[src/crs_pkg.sv]
// Purpose: Shared constants, types and register map of the readback shifter.
// Assumes: A small array of fixed size; frame and user widths set here.
// Notes:   Offsets are byte addresses on a 32-bit APB bus.
package crs_pkg;

    // Array size and stream layout.
    localparam int CRS_FRAMES         = 4;
    localparam int CRS_CFG_W          = 8;
    localparam int CRS_USER_PER_FRAME = 2;
    localparam int CRS_USER_W         = CRS_FRAMES * CRS_USER_PER_FRAME;
    localparam int CRS_STOP_BITS      = 4;
    localparam int CRS_FRAME_LEN      = 1 + CRS_CFG_W + CRS_USER_PER_FRAME
                                        + CRS_STOP_BITS;
    localparam int CRS_DUMMY_BITS     = 5;
    localparam int CRS_CRC_BITS       = 11;
    localparam int CRS_ABORT_EXTRA    = 3;
    localparam int CRS_FRAME_IDX_W    = 2;
    localparam int CRS_CNT_W          = 8;

    // Last counter values of each stream phase, and the first and last user bit positions.
    localparam logic [CRS_CNT_W-1:0] CRS_LAST_DUMMY =
        CRS_CNT_W'(CRS_DUMMY_BITS - 1);
    localparam logic [CRS_CNT_W-1:0] CRS_LAST_FRAME_POS =
        CRS_CNT_W'(CRS_FRAME_LEN - 1);
    localparam logic [CRS_CNT_W-1:0] CRS_LAST_CRC =
        CRS_CNT_W'(CRS_CRC_BITS - 1);
    localparam logic [CRS_CNT_W-1:0] CRS_LAST_ABORT =
        CRS_CNT_W'(CRS_FRAMES + CRS_ABORT_EXTRA - 1);
    localparam logic [CRS_CNT_W-1:0] CRS_USER_FIRST_POS =
        CRS_CNT_W'(1 + CRS_CFG_W);
    localparam logic [CRS_CNT_W-1:0] CRS_USER_LAST_POS =
        CRS_CNT_W'(CRS_CFG_W + CRS_USER_PER_FRAME);
    localparam logic [CRS_FRAME_IDX_W-1:0] CRS_LAST_FRAME =
        CRS_FRAME_IDX_W'(CRS_FRAMES - 1);

    // Signature generator.
    localparam logic [15:0] CRS_CRC_POLY = 16'h1021;
    localparam logic [15:0] CRS_CRC_INIT = 16'h0000;

    // Register map.
    localparam logic [7:0] CRS_CTRL_OFFSET   = 8'h00;
    localparam logic [7:0] CRS_STATUS_OFFSET = 8'h04;
    localparam int CRS_CTRL_ABORT_BIT   = 0;
    localparam int CRS_CTRL_CAPTURE_BIT = 1;
    localparam int CRS_CTRL_CLKSRC_BIT  = 2;
    localparam int CRS_STAT_ACTIVE_BIT  = 0;
    localparam int CRS_STAT_BUSY_BIT    = 1;
    localparam int CRS_STAT_ABORT_BIT   = 2;
    localparam int CRS_STAT_FRAME_LSB   = 8;

    typedef struct packed {
        logic        psel;
        logic        penable;
        logic        pwrite;
        logic [7:0]  paddr;
        logic [31:0] pwdata;
    } crs_apb_req_type;

    typedef struct packed {
        logic shift_clock_source_option;
        logic user_state_capture_option;
        logic abort_enable_option;
    } crs_options_type;

    localparam crs_options_type CRS_OPTIONS_RESET = 3'h0;

    typedef enum logic [2:0] {
        CRS_IDLE,
        CRS_ARMED,
        CRS_DUMMY,
        CRS_FRAME,
        CRS_CRC,
        CRS_ABORT
    } crs_state_type;

endpackage

[src/crs_shifter.sv]
// Purpose: Readback sequencer that captures user nodes and shifts out the
//          configuration frames, captured bits and a check signature.
// Assumes: The shift clock is far slower than CLK_I and is sampled by it.
// Notes:   Options and status are reached over APB.
//
// Added by the designer: the APB interface to the registers and the register addresses.
`timescale 1ns/1ps

// Rules of the document for this block and for the parts that drive it
// A rising sample request starts a new readback.
// The requester holds the request high for one shift clock period.
// An accepted request latches the internal nodes into a holding register.
// With aborts enabled, a falling request during a transfer aborts it.
// After an abort the requester keeps clocking until the flag drops.
// A new request waits three shift periods after the previous end; the sequencer accepts one as soon as it is back in CRS_IDLE.
// The active flag rises one shift clock after acceptance.
// The active flag falls together with the final data bit.
// After an abort the flag stays high until the extra clocks finish.
// Each shift clock rising edge moves exactly one bit out.
// The shift clock comes from a user net or the config clock pin.
// An option removes captured user bits from the stream.
// The stream starts with five dummy bits.
// Each frame is a zero start bit, data, then four one stop bits.
// The stream ends with eleven check signature bits.
// Config bits keep polarity; captured user bits are sent inverted.
// The clock supplier keeps the shift rate between 10 kHz and 1 MHz.
// Capture and shifting never disturb the user logic.
// Readback does not pass through chained devices.
// A test access port instruction can also start a readback.
// With capture disabled, user bit positions carry ones.
// After an abort, frame count plus three clocks with output high.
// The signature is the top eleven bits of a CCITT CRC-16.
// Request already high at configuration end starts the first readback.
// Output advances only on shift clock edges; request edges also arm or abort the sequencer, and an abort raises the flag.
module crs_shifter (
    // Clock, reset and enable
    input  wire logic                          CLK_I,
    input  wire logic                          RESET_I,
    input  wire logic                          CE_I,
    // APB slave
    input  wire crs_pkg::crs_apb_req_type      APB_REQ_I,
    output logic [31:0]                        PRDATA_O,
    output logic                               PREADY_O,
    output logic                               PSLVERR_O,
    // Readback pins from outside the clock domain
    input  wire logic                          RDCLK_I,
    input  wire logic                          CFG_CLK_I,
    input  wire logic                          SAMPLE_REQUEST_I,
    input  wire logic                          CONFIG_DONE_I,
    input  wire logic                          TAP_READBACK_I,
    output logic                               SERIAL_DATA_O,
    output logic                               TRANSFER_ACTIVE_FLAG_O,
    // Configuration memory and user node taps
    input  wire logic [crs_pkg::CRS_CFG_W-1:0] CFG_FRAME_I,
    output logic [crs_pkg::CRS_FRAME_IDX_W-1:0] CFG_FRAME_SEL_O,
    input  wire logic [crs_pkg::CRS_USER_W-1:0] USER_NODES_I
);
    import crs_pkg::*;

    // Pin order in the synchroniser vectors.
    localparam int PIN_RDCLK = 0;
    localparam int PIN_CCLK  = 1;
    localparam int PIN_TRIG  = 2;
    localparam int PIN_DONE  = 3;
    localparam int PIN_TAP   = 4;

    logic [4:0] meta;
    logic [4:0] sync;
    logic [4:0] prev;
    logic [4:0] next_meta;
    logic [4:0] next_sync;
    logic [4:0] next_prev;

    crs_options_type opts;
    crs_options_type next_opts;
    logic [31:0]     next_prdata;
    logic            next_pready;
    logic            next_pslverr;

    crs_state_type              state;
    crs_state_type              next_state;
    logic [CRS_CNT_W-1:0]       cnt;
    logic [CRS_CNT_W-1:0]       next_cnt;
    logic [CRS_FRAME_IDX_W-1:0] frame;
    logic [CRS_FRAME_IDX_W-1:0] next_frame;
    logic [CRS_USER_W-1:0]      hold;
    logic [CRS_USER_W-1:0]      next_hold;
    logic [15:0]                crc;
    logic [15:0]                next_crc;
    logic                       next_sdata;
    logic                       next_active;

    logic shift_tick;
    logic trig_rise;
    logic trig_fall;
    logic start_req;
    logic abort_req;
    logic busy;
    logic frame_bit_now;

    function automatic logic [15:0] crc_step(input logic [15:0] c,
                                             input logic        b);
        logic fb;
        fb = c[15] ^ b;
        crc_step = {c[14:0], 1'b0} ^ (fb ? CRS_CRC_POLY : 16'h0000);
    endfunction

    // frame bit layout
    function automatic logic frame_bit(
        input logic [CRS_CNT_W-1:0]          pos,
        input logic [CRS_CFG_W-1:0]          cfg,
        input logic [CRS_USER_PER_FRAME-1:0] usr);
        int idx;
        idx = int'(pos);
        if (idx == 0) begin
            frame_bit = 1'b0;
        end else if (idx <= CRS_CFG_W) begin
            frame_bit = cfg[idx-1];
        end else if (idx <= CRS_CFG_W + CRS_USER_PER_FRAME) begin
            frame_bit = usr[idx-1-CRS_CFG_W];
        end else begin
            frame_bit = 1'b1;
        end
    endfunction

    // Pin synchronisers: the first stage feeds only the second.
    always_comb begin
        next_meta = {TAP_READBACK_I, CONFIG_DONE_I, SAMPLE_REQUEST_I,
                     CFG_CLK_I, RDCLK_I};
        next_sync = meta;
        next_prev = sync;
    end

    always_ff @(posedge CLK_I or posedge RESET_I) begin
        if (RESET_I) begin
            meta <= 5'h00;
            sync <= 5'h00;
            prev <= 5'h00;
        end else if (CE_I) begin
            meta <= next_meta;
            sync <= next_sync;
            prev <= next_prev;
        end
    end

    // shift clock source select
    // Switching the source mid-transfer may give one false edge.
    always_comb begin
        if (opts.shift_clock_source_option) begin
            shift_tick = CE_I & sync[PIN_RDCLK] & ~prev[PIN_RDCLK];
        end else begin
            shift_tick = CE_I & sync[PIN_CCLK] & ~prev[PIN_CCLK];
        end
    end

    assign trig_rise = CE_I & sync[PIN_TRIG] & ~prev[PIN_TRIG];
    assign trig_fall = CE_I & ~sync[PIN_TRIG] & prev[PIN_TRIG];
    assign busy      = (state != CRS_IDLE) && (state != CRS_ABORT);

    // request edge
    // test port start
    // start at configuration end
    assign start_req = (state == CRS_IDLE) && sync[PIN_DONE] && (trig_rise
        || (CE_I && sync[PIN_TAP] && !prev[PIN_TAP])
        || (CE_I && sync[PIN_DONE] && !prev[PIN_DONE] && sync[PIN_TRIG]));

    // abort on falling request
    assign abort_req = opts.abort_enable_option && trig_fall && busy;

    assign frame_bit_now = frame_bit(cnt, CFG_FRAME_I,
        hold[int'(frame)*CRS_USER_PER_FRAME +: CRS_USER_PER_FRAME]);

    // Readback sequencer.
    always_comb begin
        next_state  = state;
        next_cnt    = cnt;
        next_frame  = frame;
        next_hold   = hold;
        next_crc    = crc;
        next_sdata  = SERIAL_DATA_O;
        next_active = TRANSFER_ACTIVE_FLAG_O;
        if (start_req) begin
            // capture into holding register
            // nodes are only read
            // user bits inverted
            // user bits removable
            // ones when capture is off
            next_hold  = opts.user_state_capture_option ? ~USER_NODES_I
                                                        : {CRS_USER_W{1'b1}};
            next_state = CRS_ARMED;
        end else if (abort_req) begin
            // flag held through abort
            next_state  = CRS_ABORT;
            next_cnt    = '0;
            next_active = 1'b1;
        end else if (shift_tick) begin
            // advance on shift clock edges only
            // one bit per edge
            unique case (state)
                CRS_IDLE: begin
                    next_sdata = 1'b1;
                end
                CRS_ARMED: begin
                    // flag rises one shift clock later
                    next_active = 1'b1;
                    next_state  = CRS_DUMMY;
                    next_cnt    = '0;
                    next_frame  = '0;
                    next_crc    = CRS_CRC_INIT;
                end
                CRS_DUMMY: begin
                    // five dummy ones
                    next_sdata = 1'b1;
                    if (cnt == CRS_LAST_DUMMY) begin
                        next_state = CRS_FRAME;
                        next_cnt   = '0;
                    end else begin
                        next_cnt = cnt + 1'b1;
                    end
                end
                CRS_FRAME: begin
                    // config bits sent as loaded
                    next_sdata = frame_bit_now;
                    next_crc   = crc_step(crc, frame_bit_now);
                    if (cnt == CRS_LAST_FRAME_POS) begin
                        next_cnt = '0;
                        if (frame == CRS_LAST_FRAME) begin
                            next_state = CRS_CRC;
                        end else begin
                            next_frame = frame + 1'b1;
                        end
                    end else begin
                        next_cnt = cnt + 1'b1;
                    end
                end
                CRS_CRC: begin
                    // top eleven CRC-16 bits
                    // eleven signature bits
                    next_sdata = crc[15];
                    next_crc   = {crc[14:0], 1'b0};
                    if (cnt == CRS_LAST_CRC) begin
                        // flag falls with last bit
                        next_active = 1'b0;
                        next_state  = CRS_IDLE;
                    end else begin
                        next_cnt = cnt + 1'b1;
                    end
                end
                CRS_ABORT: begin
                    // high output during extra clocks
                    // needs the requester's extra clocks
                    next_sdata = 1'b1;
                    if (cnt == CRS_LAST_ABORT) begin
                        next_active = 1'b0;
                        next_state  = CRS_IDLE;
                    end else begin
                        next_cnt = cnt + 1'b1;
                    end
                end
            endcase
        end
    end

    // single serial output, no chain input
    always_ff @(posedge CLK_I or posedge RESET_I) begin
        if (RESET_I) begin
            state                  <= CRS_IDLE;
            cnt                    <= '0;
            frame                  <= '0;
            hold                   <= '0;
            crc                    <= CRS_CRC_INIT;
            SERIAL_DATA_O          <= 1'b1;
            TRANSFER_ACTIVE_FLAG_O <= 1'b0;
            CFG_FRAME_SEL_O        <= '0;
        end else if (CE_I) begin
            state                  <= next_state;
            cnt                    <= next_cnt;
            frame                  <= next_frame;
            hold                   <= next_hold;
            crc                    <= next_crc;
            SERIAL_DATA_O          <= next_sdata;
            TRANSFER_ACTIVE_FLAG_O <= next_active;
            CFG_FRAME_SEL_O        <= next_frame;
        end
    end

    // APB slave: one access cycle, answer registered from the setup cycle.
    always_comb begin
        next_opts    = opts;
        next_pready  = 1'b0;
        next_prdata  = PRDATA_O;
        next_pslverr = 1'b0;
        if (APB_REQ_I.psel && !APB_REQ_I.penable && !PREADY_O) begin
            next_pready = 1'b1;
            next_prdata = 32'h0000_0000;
            if (APB_REQ_I.paddr == CRS_CTRL_OFFSET) begin
                next_prdata[CRS_CTRL_ABORT_BIT] = opts.abort_enable_option;
                next_prdata[CRS_CTRL_CAPTURE_BIT] =
                    opts.user_state_capture_option;
                next_prdata[CRS_CTRL_CLKSRC_BIT] =
                    opts.shift_clock_source_option;
            end else if (APB_REQ_I.paddr == CRS_STATUS_OFFSET) begin
                next_prdata[CRS_STAT_ACTIVE_BIT] = TRANSFER_ACTIVE_FLAG_O;
                next_prdata[CRS_STAT_BUSY_BIT]   = state != CRS_IDLE;
                next_prdata[CRS_STAT_ABORT_BIT]  = state == CRS_ABORT;
                next_prdata[CRS_STAT_FRAME_LSB +: CRS_FRAME_IDX_W] = frame;
            end else begin
                next_pslverr = 1'b1;
            end
        end
        if (APB_REQ_I.psel && APB_REQ_I.penable && PREADY_O
            && APB_REQ_I.pwrite && APB_REQ_I.paddr == CRS_CTRL_OFFSET) begin
            next_opts.abort_enable_option =
                APB_REQ_I.pwdata[CRS_CTRL_ABORT_BIT];
            next_opts.user_state_capture_option =
                APB_REQ_I.pwdata[CRS_CTRL_CAPTURE_BIT];
            next_opts.shift_clock_source_option =
                APB_REQ_I.pwdata[CRS_CTRL_CLKSRC_BIT];
        end
    end

    always_ff @(posedge CLK_I or posedge RESET_I) begin
        if (RESET_I) begin
            opts      <= CRS_OPTIONS_RESET;
            PRDATA_O  <= 32'h0000_0000;
            PREADY_O  <= 1'b0;
            PSLVERR_O <= 1'b0;
        end else if (CE_I) begin
            opts      <= next_opts;
            PRDATA_O  <= next_prdata;
            PREADY_O  <= next_pready;
            PSLVERR_O <= next_pslverr;
        end
    end
endmodule

[config.mk]
export PLATFORM = sky130hd
export DESIGN_NAME = crs_shifter
export DESIGN_NICKNAME = d
export VERILOG_FILES = /design/src/crs_pkg.sv /design/src/crs_shifter.sv
export SDC_FILE = /design/constraint.sdc
export NUM_CORES = 1
export LEC_CHECK = 0
export BUFFER_PORTS_ARGS = -buffer_cell sky130_fd_sc_hd__buf_2
export CAP_MARGIN = 20
export CORE_UTILIZATION = 56
export DETAILED_ROUTE_END_ITERATION = 6
export PLACE_DENSITY_LB_ADDON = 0.3
export SLEW_MARGIN = 40
export SYNTH_ARGS = -nofsm -noshare
export SYNTH_HDL_FRONTEND = slang
export SYNTH_SLANG_ARGS = --single-unit
export TNS_END_PERCENT = 1
[constraint.sdc]
create_clock -name CLK_I -period 4.3 [get_ports CLK_I]
set_clock_uncertainty 0.1 [all_clocks]
set_input_delay 0.645 -clock CLK_I [delete_from_list [all_inputs] [get_ports CLK_I]]
set_output_delay 0.645 -clock CLK_I [all_outputs]
set_load 0.02 [all_outputs]
==> results of run 1 <==
==> path summary, 6_finish.rpt <==
| kind | end | slack [ps] | cells after the start |
|---|---|---|---|
| min in group CLK_I | PRDATA_O[1] | 380 | 2 |
| setup reg to reg | crc[13] | 1430 | 5 |
| hold reg to reg | PRDATA_O[1] | 380 | 2 |
| hold / removal | hold[3] | 240 | 2 |
| setup / recovery | crc[13] | 1430 | 5 |
| max in group asynchronous | PRDATA_O[8] | 2970 | 3 |
==> worst max-delay path, delay by kind of cell, from the launching register on <==
family / cells / cell delay [ps]
and+or+nand+nor: 3 / 1160
AOI/OAI and AO/OA: 2 / 850
DFF: 1 / 590
==> per-stage QoR <==
step | power, mW | setup WS (ps) | instances | hold slack, ps
final | 2.22 | 1430 | 496 | 240
after global routing | 2.39 | 1030 | 496 | 282
after CTS | 2.23 | 1400 | 496 | 263
after detailed placement | 1.75 | 1230 | 480 | 368
after global placement | 1.72 | 1290 | 480 | 359
after floorplan | 1.57 | 1900 | 400 | 350
==> layer usage <==
| layer | global-route usage [%] | wire length [µm] |
|---|---|---|
| met4 | 10.5 | 110 |
| met3 | 4.40 | 310 |
| met2 | 37.6 | 3290 |
| met5 | 0 | 0 |
| met1 | 28.9 | 3130 |
==> synth_stat cells, types with 3 or more instances <==
master     n
a22o_1     3
a31oi_1   12
a21oi_1    8
mux2i_1    4
nand3_1    9
nand2b_1   7
mux2_2    21
o21ai_0   36
xnor2_1    4
inv_1     14
buf_4     27
nor2_1    18
dfrtp_1   63
o22ai_1    5
clkbuf_1  13
nor3_1     3
ha_1       5
or3_1      4
nand4_1    3
nand2_1   53
nor2b_1    8
buf_1      3
a21o_1     3
==> flip-flops by register name (all words and copies together) (netlist names) <==
| name | flops |
|---|---|
| state | 3 |
| opts | 3 |
| SERIAL_DATA_O | 1 |
| hold | 8 |
| prev | 5 |
| PRDATA_O | 5 |
| meta | 5 |
| PREADY_O | 1 |
| cnt | 8 |
| TRANSFER_ACTIVE_FLAG_O | 1 |
| PSLVERR_O | 1 |
| crc | 16 |
| frame | 2 |
| next_prev | 5 |
==> final cells by class <==
| type | count | area (µm²) | area share, % |
|---|---|---|---|
| repair buffers | 50 | 255 | 6.45 |
| clock inverters | 4 | 28.8 | 0.727 |
| well taps | 75 | 93.8 | 2.37 |
| inverters | 14 | 52.6 | 1.33 |
| clock buffers | 12 | 155 | 3.92 |
| multi-input cells | 277 | 1770 | 44.7 |
| flip-flops and latches | 64 | 1600 | 40.5 |
==> power by group <==
| group | internal (mW) | switching (mW) | total, mW |
|---|---|---|---|
| Combinational | 0.344 | 0.445 | 0.789 |
| Sequential | 0.758 | 0.200 | 0.958 |
| Clock | 0.241 | 0.233 | 0.474 |
==> logic make-up (layout without fill, tap and decap cells) <==
family / after synthesis / count (layout) / share of synthesized area (%)
simple gates: 121 / 121 / 16.9
compound gates: 90 / 90 / 15.9
flops: 64 / 64 / 44.6
buf+inv: 59 / 80 / 9.06
mux: 29 / 29 / 10.4
fa+ha+maj: 5 / 5 / 1.74
xor+xnor: 5 / 5 / 1.22
other cells: 1 / 27 / 0.104
==> placed cells by master, fill, tap and decap left out, types with 3 or more instances in the layout <==
cell type	Yosys	layout
a21o_1	3	3
a21oi_1	8	8
a22o_1	3	3
a31oi_1	12	12
buf_2	2	48
clkbuf_8	0	11
conb_1	1	27
dfrtp_1	63	63
ha_1	5	5
inv_1	14	13
mux2_2	21	21
mux2i_1	4	4
nand2_1	53	53
nand2b_1	7	7
nand3_1	9	9
nand4_1	3	3
nor2_1	18	18
nor2b_1	8	8
nor3_1	3	3
o21ai_0	36	36
o22ai_1	5	5
or3_1	4	4
xnor2_1	4	4
==> out/qor.yml, run 1 <==
status:
  outcome: "finished, final reports clean"
routing:
  vias: 2753
  drt-initial-drc-count: 224
  wl_per_cell_um: 13.8
  drc: 0
  firstDrtPassIters: 5
  viasPerCell: 5.55
  drt-total-wl_mm: 6.85
  ant_nets: 0
logic_synthesis:
  ys_types: 56
  postSynthAreaPerCell_um2: 9.60
  syn_inst: 374
  syn_area_um2: 3590
  ys_top_cells_by_area: "dfrtp_1 44%, mux2_2 6.6%, buf_4 5.6%"
  async_flop_share_pct: 100
  synth_ff_type: "dfrtp_1"
  yosysTopAreaCell: "dfrtp_1"
  ys_ff_latch: 64
  ys_warn_count: 0
  synth_edf_count: 0
  synth_top_area_share_pct: 43.9
  synth-seq-area-share_pct: 44.6
timing:
  rsz0062_at_grt: "no"
  worstMarginPinSlew_ps: 670
  slew_viol_final: 0
  finalSetupViolCount: 0
  hold_viol_final: 0
  fin_crit_sh_pct: 66.7
  max_slew_margin_pct: 55.2
  fmax_ghz: 0.349
  fin_crit_ps: 2870
  tns_ps: 0
layout:
  postLayoutCellArea_um2: 3960
  nNetsFinal: 488
  drive_above_1_share_pct: 22.8
  antennaDiodeCount: 0
  area_growth_pct: 10.1
  nFillCells: 508
  final_util_pct: 65.3
clock_network:
  cts_tree: "yes"
  clockBufferDepth: 2
  cts_max_level: 3
  clock-sinks: 64
  cts_buffers: 9
  clk_pin_slew_ps: 70
  hold_buffers: 0
  cts_setup_buffers: 0
  ctsRootBufferMaster: "clkbuf_8"
  insertion_delay_ps: 340
  cts_resized: 0
critical_path:
  slowest_delay_ps: 650
  crit_chain: "nor2_1 -> o2111a_1 -> nor3_2 -> nand2_1 -> o21ai_0"
  setup.worst_path.start: "state[0]"
  critPathMaxFanout: 27
  arrival_ps: 2950
  worstSetupPathType: "register to register"
  cp_slowest_cell: "o2111a_1"
  critPathLaunchType: "register"
  cp.required_ps: 4390
  cp-end-kind: "register"
  r2r_start: "state[0]"
grt:
  grt.overflow.total: 0
  grt_antenna_before_repair: 0
  grtUsageTotal_pct: 22.8
  grt_max_degree: 39
  grt_pass1_vias: 2665
  grt_pass1_wl_mm: 11.6
floorplan:
  io_pins: 105
  rows: 28
  die_h_um: 82.1
  initial_core_util_pct: 59.3
  core_area_um2: 6060
  die_w_um: 82.1
  dieArea_um2: 6740
power_and_ir_drop:
  ir_drop_uv: 308
  p_leak_nw: 1.75
  power.density_nw_per_um2: 561
placed_design:
  placed_cell_area_um2: 3770
  gp_congestion: 0.850
  portBuffers: 48
  dp_hpwl_mm: 4.82
flow_run:
  cap_violations: 0
worst_hold_path:
  hold_path.class: "input port to asynchronous set/reset pin"
Power figures use the tool's default switching activity.
==> run 2: changes to the inputs <==
ABC_AREA = 1   (was not set)
CORE_UTILIZATION = 53   (was 56)
clock period = 2.7 ns   (was 4.3 ns; I/O delays follow)
==> out/qor.yml, run 2 <==
timing:
  tns_ps: 0  # unchanged
  fin_crit_ps: 2240  # -632 ps
  finalSetupViolCount: 0  # unchanged
  fmax_ghz: 0.447  # +28%
  slew_viol_final: 0  # unchanged
  fin_crit_sh_pct: 82.8  # +16 points
  hold_viol_final: 0  # unchanged
  rsz0062_at_grt: "no"
routing:
  viasPerCell: 5.04  # -9.2%
  ant_nets: 0  # unchanged
  drt-initial-drc-count: 105  # -53%
  wl_per_cell_um: 12.2  # -12%
  vias: 2954  # +7.3%
  drc: 0  # unchanged
  drt-total-wl_mm: 7.15  # +4.4%
  firstDrtPassIters: 4  # -1
power_and_ir_drop:
  p_comb_share_pct: 19.1  # -16 points
  power_mw: 2.43  # +9.5%
  internal_power_mw: 1.70  # +27%
  clkPwrFrac_pct: 35.7  # +14 points
  swShare_pct: 30.0  # -9.5 points
  p_leak_nw: 2.09  # +20%
  power.switching_mw: 0.730  # -17%
  seqPwrFrac_pct: 45.2  # +2.1 points
  ir_drop_uv: 376  # +22%
  power.density_nw_per_um2: 594  # +5.9%
critical_path:
  r2r_slack_ps: 460  # -970 ps
  cp_slowest_cell: "dfrtp_1"
  cp.required_ps: 2870  # -1520 ps
  cp-end-kind: "register"
  slowest_delay_ps: 510  # -140 ps
  critPathMostFrequentCell: "nand2_1"
  critPathMaxFanout: 11  # -59%
  worstSetupPathType: "register to register"
  critPathLaunchType: "register"
  crit_chain: "inv_2 -> ha_1 -> inv_1 -> nand3_1 -> nand3b_1 -> nand3_1 -> nand3_1 -> nand2_1 -> nand2_1 -> nand2_1 -> nand2_1 -> nand3_1 -> nand2_1"
  arrival_ps: 2400  # -550 ps
logic_synthesis:
  synth_top_family_by_area: "simple AND/OR/NAND/NOR gates"
  yosys.area_share.simple_pct: 28.1  # +11 points
  synthXorXnorAreaFrac_pct: 0.237  # -0.98 points
  synth_most_common_cell: "nand2_1"
  synth-compound-area-share_pct: 12.8  # -3.2 points
  synth_common_cells: "125 x nand2_1, 63 x dfrtp_1, 44 x inv_1"
  ys_types: 45  # -20%
  synth-seq-area-share_pct: 43.4  # -1.3 points
  syn_inst: 451  # +21%
  ys_ff_latch: 64  # unchanged
  async_flop_share_pct: 100  # unchanged
  synth_ff_type: "dfrtp_1"
  ys_warn_count: 0  # unchanged
  yosysTopAreaCell: "dfrtp_1"
  postSynthAreaPerCell_um2: 8.20  # -15%
  synth_top_area_share_pct: 42.6  # -1.2 points
  synthMuxAreaShare_pct: 0.305  # -10 points
  ys_top_cells_by_area: "dfrtp_1 43%, nand2_1 13%, buf_4 5.7%"
  synth_edf_count: 0  # unchanged
  synth_fa_ha_area_share_pct: 1.69  # -0.050 points
  syn_area_um2: 3700  # +2.9%
layout:
  largest_reg_flops: 16  # unchanged
  antennaDiodeCount: 0  # unchanged
  final_util_pct: 60.5  # -4.8 points
  final_common_cell: "nand2_1"
  reg.largest.list: "crc x16, cnt x8, hold x8"
  regMostFlops: "crc"
  final_cells: 586  # +18%
  nFillCells: 613  # +21%
  area_growth_pct: 10.6
  nNetsFinal: 574  # +18%
  drive_above_1_share_pct: 23.9  # +1.1 points
  final_cell_mix: "125 x nand2_1, 63 x dfrtp_1, 48 x buf_2"
floorplan:
  core_area_um2: 6760  # +11%
  initial_core_util_pct: 54.7  # -4.5 points
  die_w_um: 85.5  # +4.2%
  io_pins: 105  # unchanged
  die_h_um: 85.5  # +4.2%
  dieArea_um2: 7310  # +8.5%
  rows: 30  # +7.1%
status:
  outcome: "finished, final reports clean"
clock_network:
  clk_pin_slew_ps: 70  # about the same
  clockBufferDepth: 2  # unchanged
  insertion_delay_ps: 340  # about the same
  cts_setup_buffers: 0  # unchanged
  ctsRootBufferMaster: "clkbuf_8"
  cts_max_level: 3  # unchanged
  clock-sinks: 64  # unchanged
  cts_tree: "yes"
  cts_buffers: 9  # unchanged
grt:
  use_met1_pct: 28.1  # -0.72 points
  grt_max_degree: 52  # +33%
  gr-usage-met2_pct: 34.5  # -3.1 points
  grtUsageTotal_pct: 21.4  # -1.4 points
  grt_pass1_vias: 2804  # +5.2%
  grtUsageMet3_pct: 5.20  # +0.80 points
  busiest_layer: "met2"
  grt.overflow.total: 0  # unchanged
  grt_antenna_before_repair: 0  # unchanged
  grt_pass1_wl_mm: 12.4  # +6.5%
placed_design:
  dp_hpwl_mm: 5.19  # +7.5%
  portBuffers: 48  # unchanged
  place_inst: 570  # +19%
  gp_congestion: 0.893  # +5.1%
flow_run:
  cap_violations: 0  # unchanged
worst_hold_path:
  hold_path.class: "input port to register"
[run 2: changes by cell type after synthesis, moves of 11 or more]
cell	previous run	this run
nand2_1	53	125
o21ai_2	0	14
clkbuf_1	13	2
mux2_2	21	0
nand3_1	9	29
inv_1	14	44
o21ai_0	36	18
[run 2: through the flow]
stage | area, µm² | worst slack (ps) | hold WS [ps]
global route | 4090 | 216 | 149
CTS | 4090 | 487 | 143
floorplan | 3790 | 599 | 342
global placement | 3880 | 576 | 274
finish | 4090 | 465 | 155
detailed placement | 3880 | 526 | 279
[run 2: logic make-up after synthesis]
family | after synthesis
adders and majority gates | 5
DFF | 64
xor gates and xnor gates | 1
and+or+nand+nor | 215
AOI/OAI and AO/OA | 72
other | 1
muxes | 1
buffers and inverters | 92
[run 2: area by class of cell]
| class | instances | area (µm²) | area share [%] |
|---|---|---|---|
| multi-input combinational | 321 | 1690 | 41.4 |
| sequential | 64 | 1600 | 39.2 |
| timing repair buffer | 51 | 278 | 6.79 |
| inverter | 55 | 214 | 5.23 |
| clock buffer | 11 | 131 | 3.21 |
| tap | 80 | 100 | 2.45 |
| clock inverter | 4 | 70.1 | 1.71 |
[run 2: power by group through the flow]
stage	logic [mW]	clock network (mW)	registers, mW
floorplan	0.408	0	1.10
global placement	0.447	0	1.11
detailed placement	0.459	0	1.11
CTS	0.465	0.888	1.10
global route	0.537	0.934	1.11
finish	0.464	0.868	1.10
[run 2: layer usage]
metal	routed length [µm]	vias up
met5	0	-
met4	76	0
met3	310	6
met2	3420	70
met1	3350	1371
li1	-	1507
[run 2: critical path, delay by kind of cell (launching register included)]
kind                       cells  cell delay, ps
and+or+nand+nor               10             910
DFF                            1             510
adders and majority gates      1             360
buffers and inverters          2             290
[run 2: worst paths after layout]
path,startpoint,endpoint,cells past startpoint
max,cnt[0],crc[12],13
max in group asynchronous,RESET_I,SERIAL_DATA_O,4
min,USER_NODES_I[2],hold[2],2
min reg2reg,meta[0],next_prev[0],2
max reg2reg,cnt[0],crc[12],13
min in group asynchronous,RESET_I,opts[2],3
[run 2: repair_timing]
item | in CTS | in global routing
gates resized for setup | 0 | 0
hold endpoints to repair | 13 | 0
hold buffers | 1 | 0
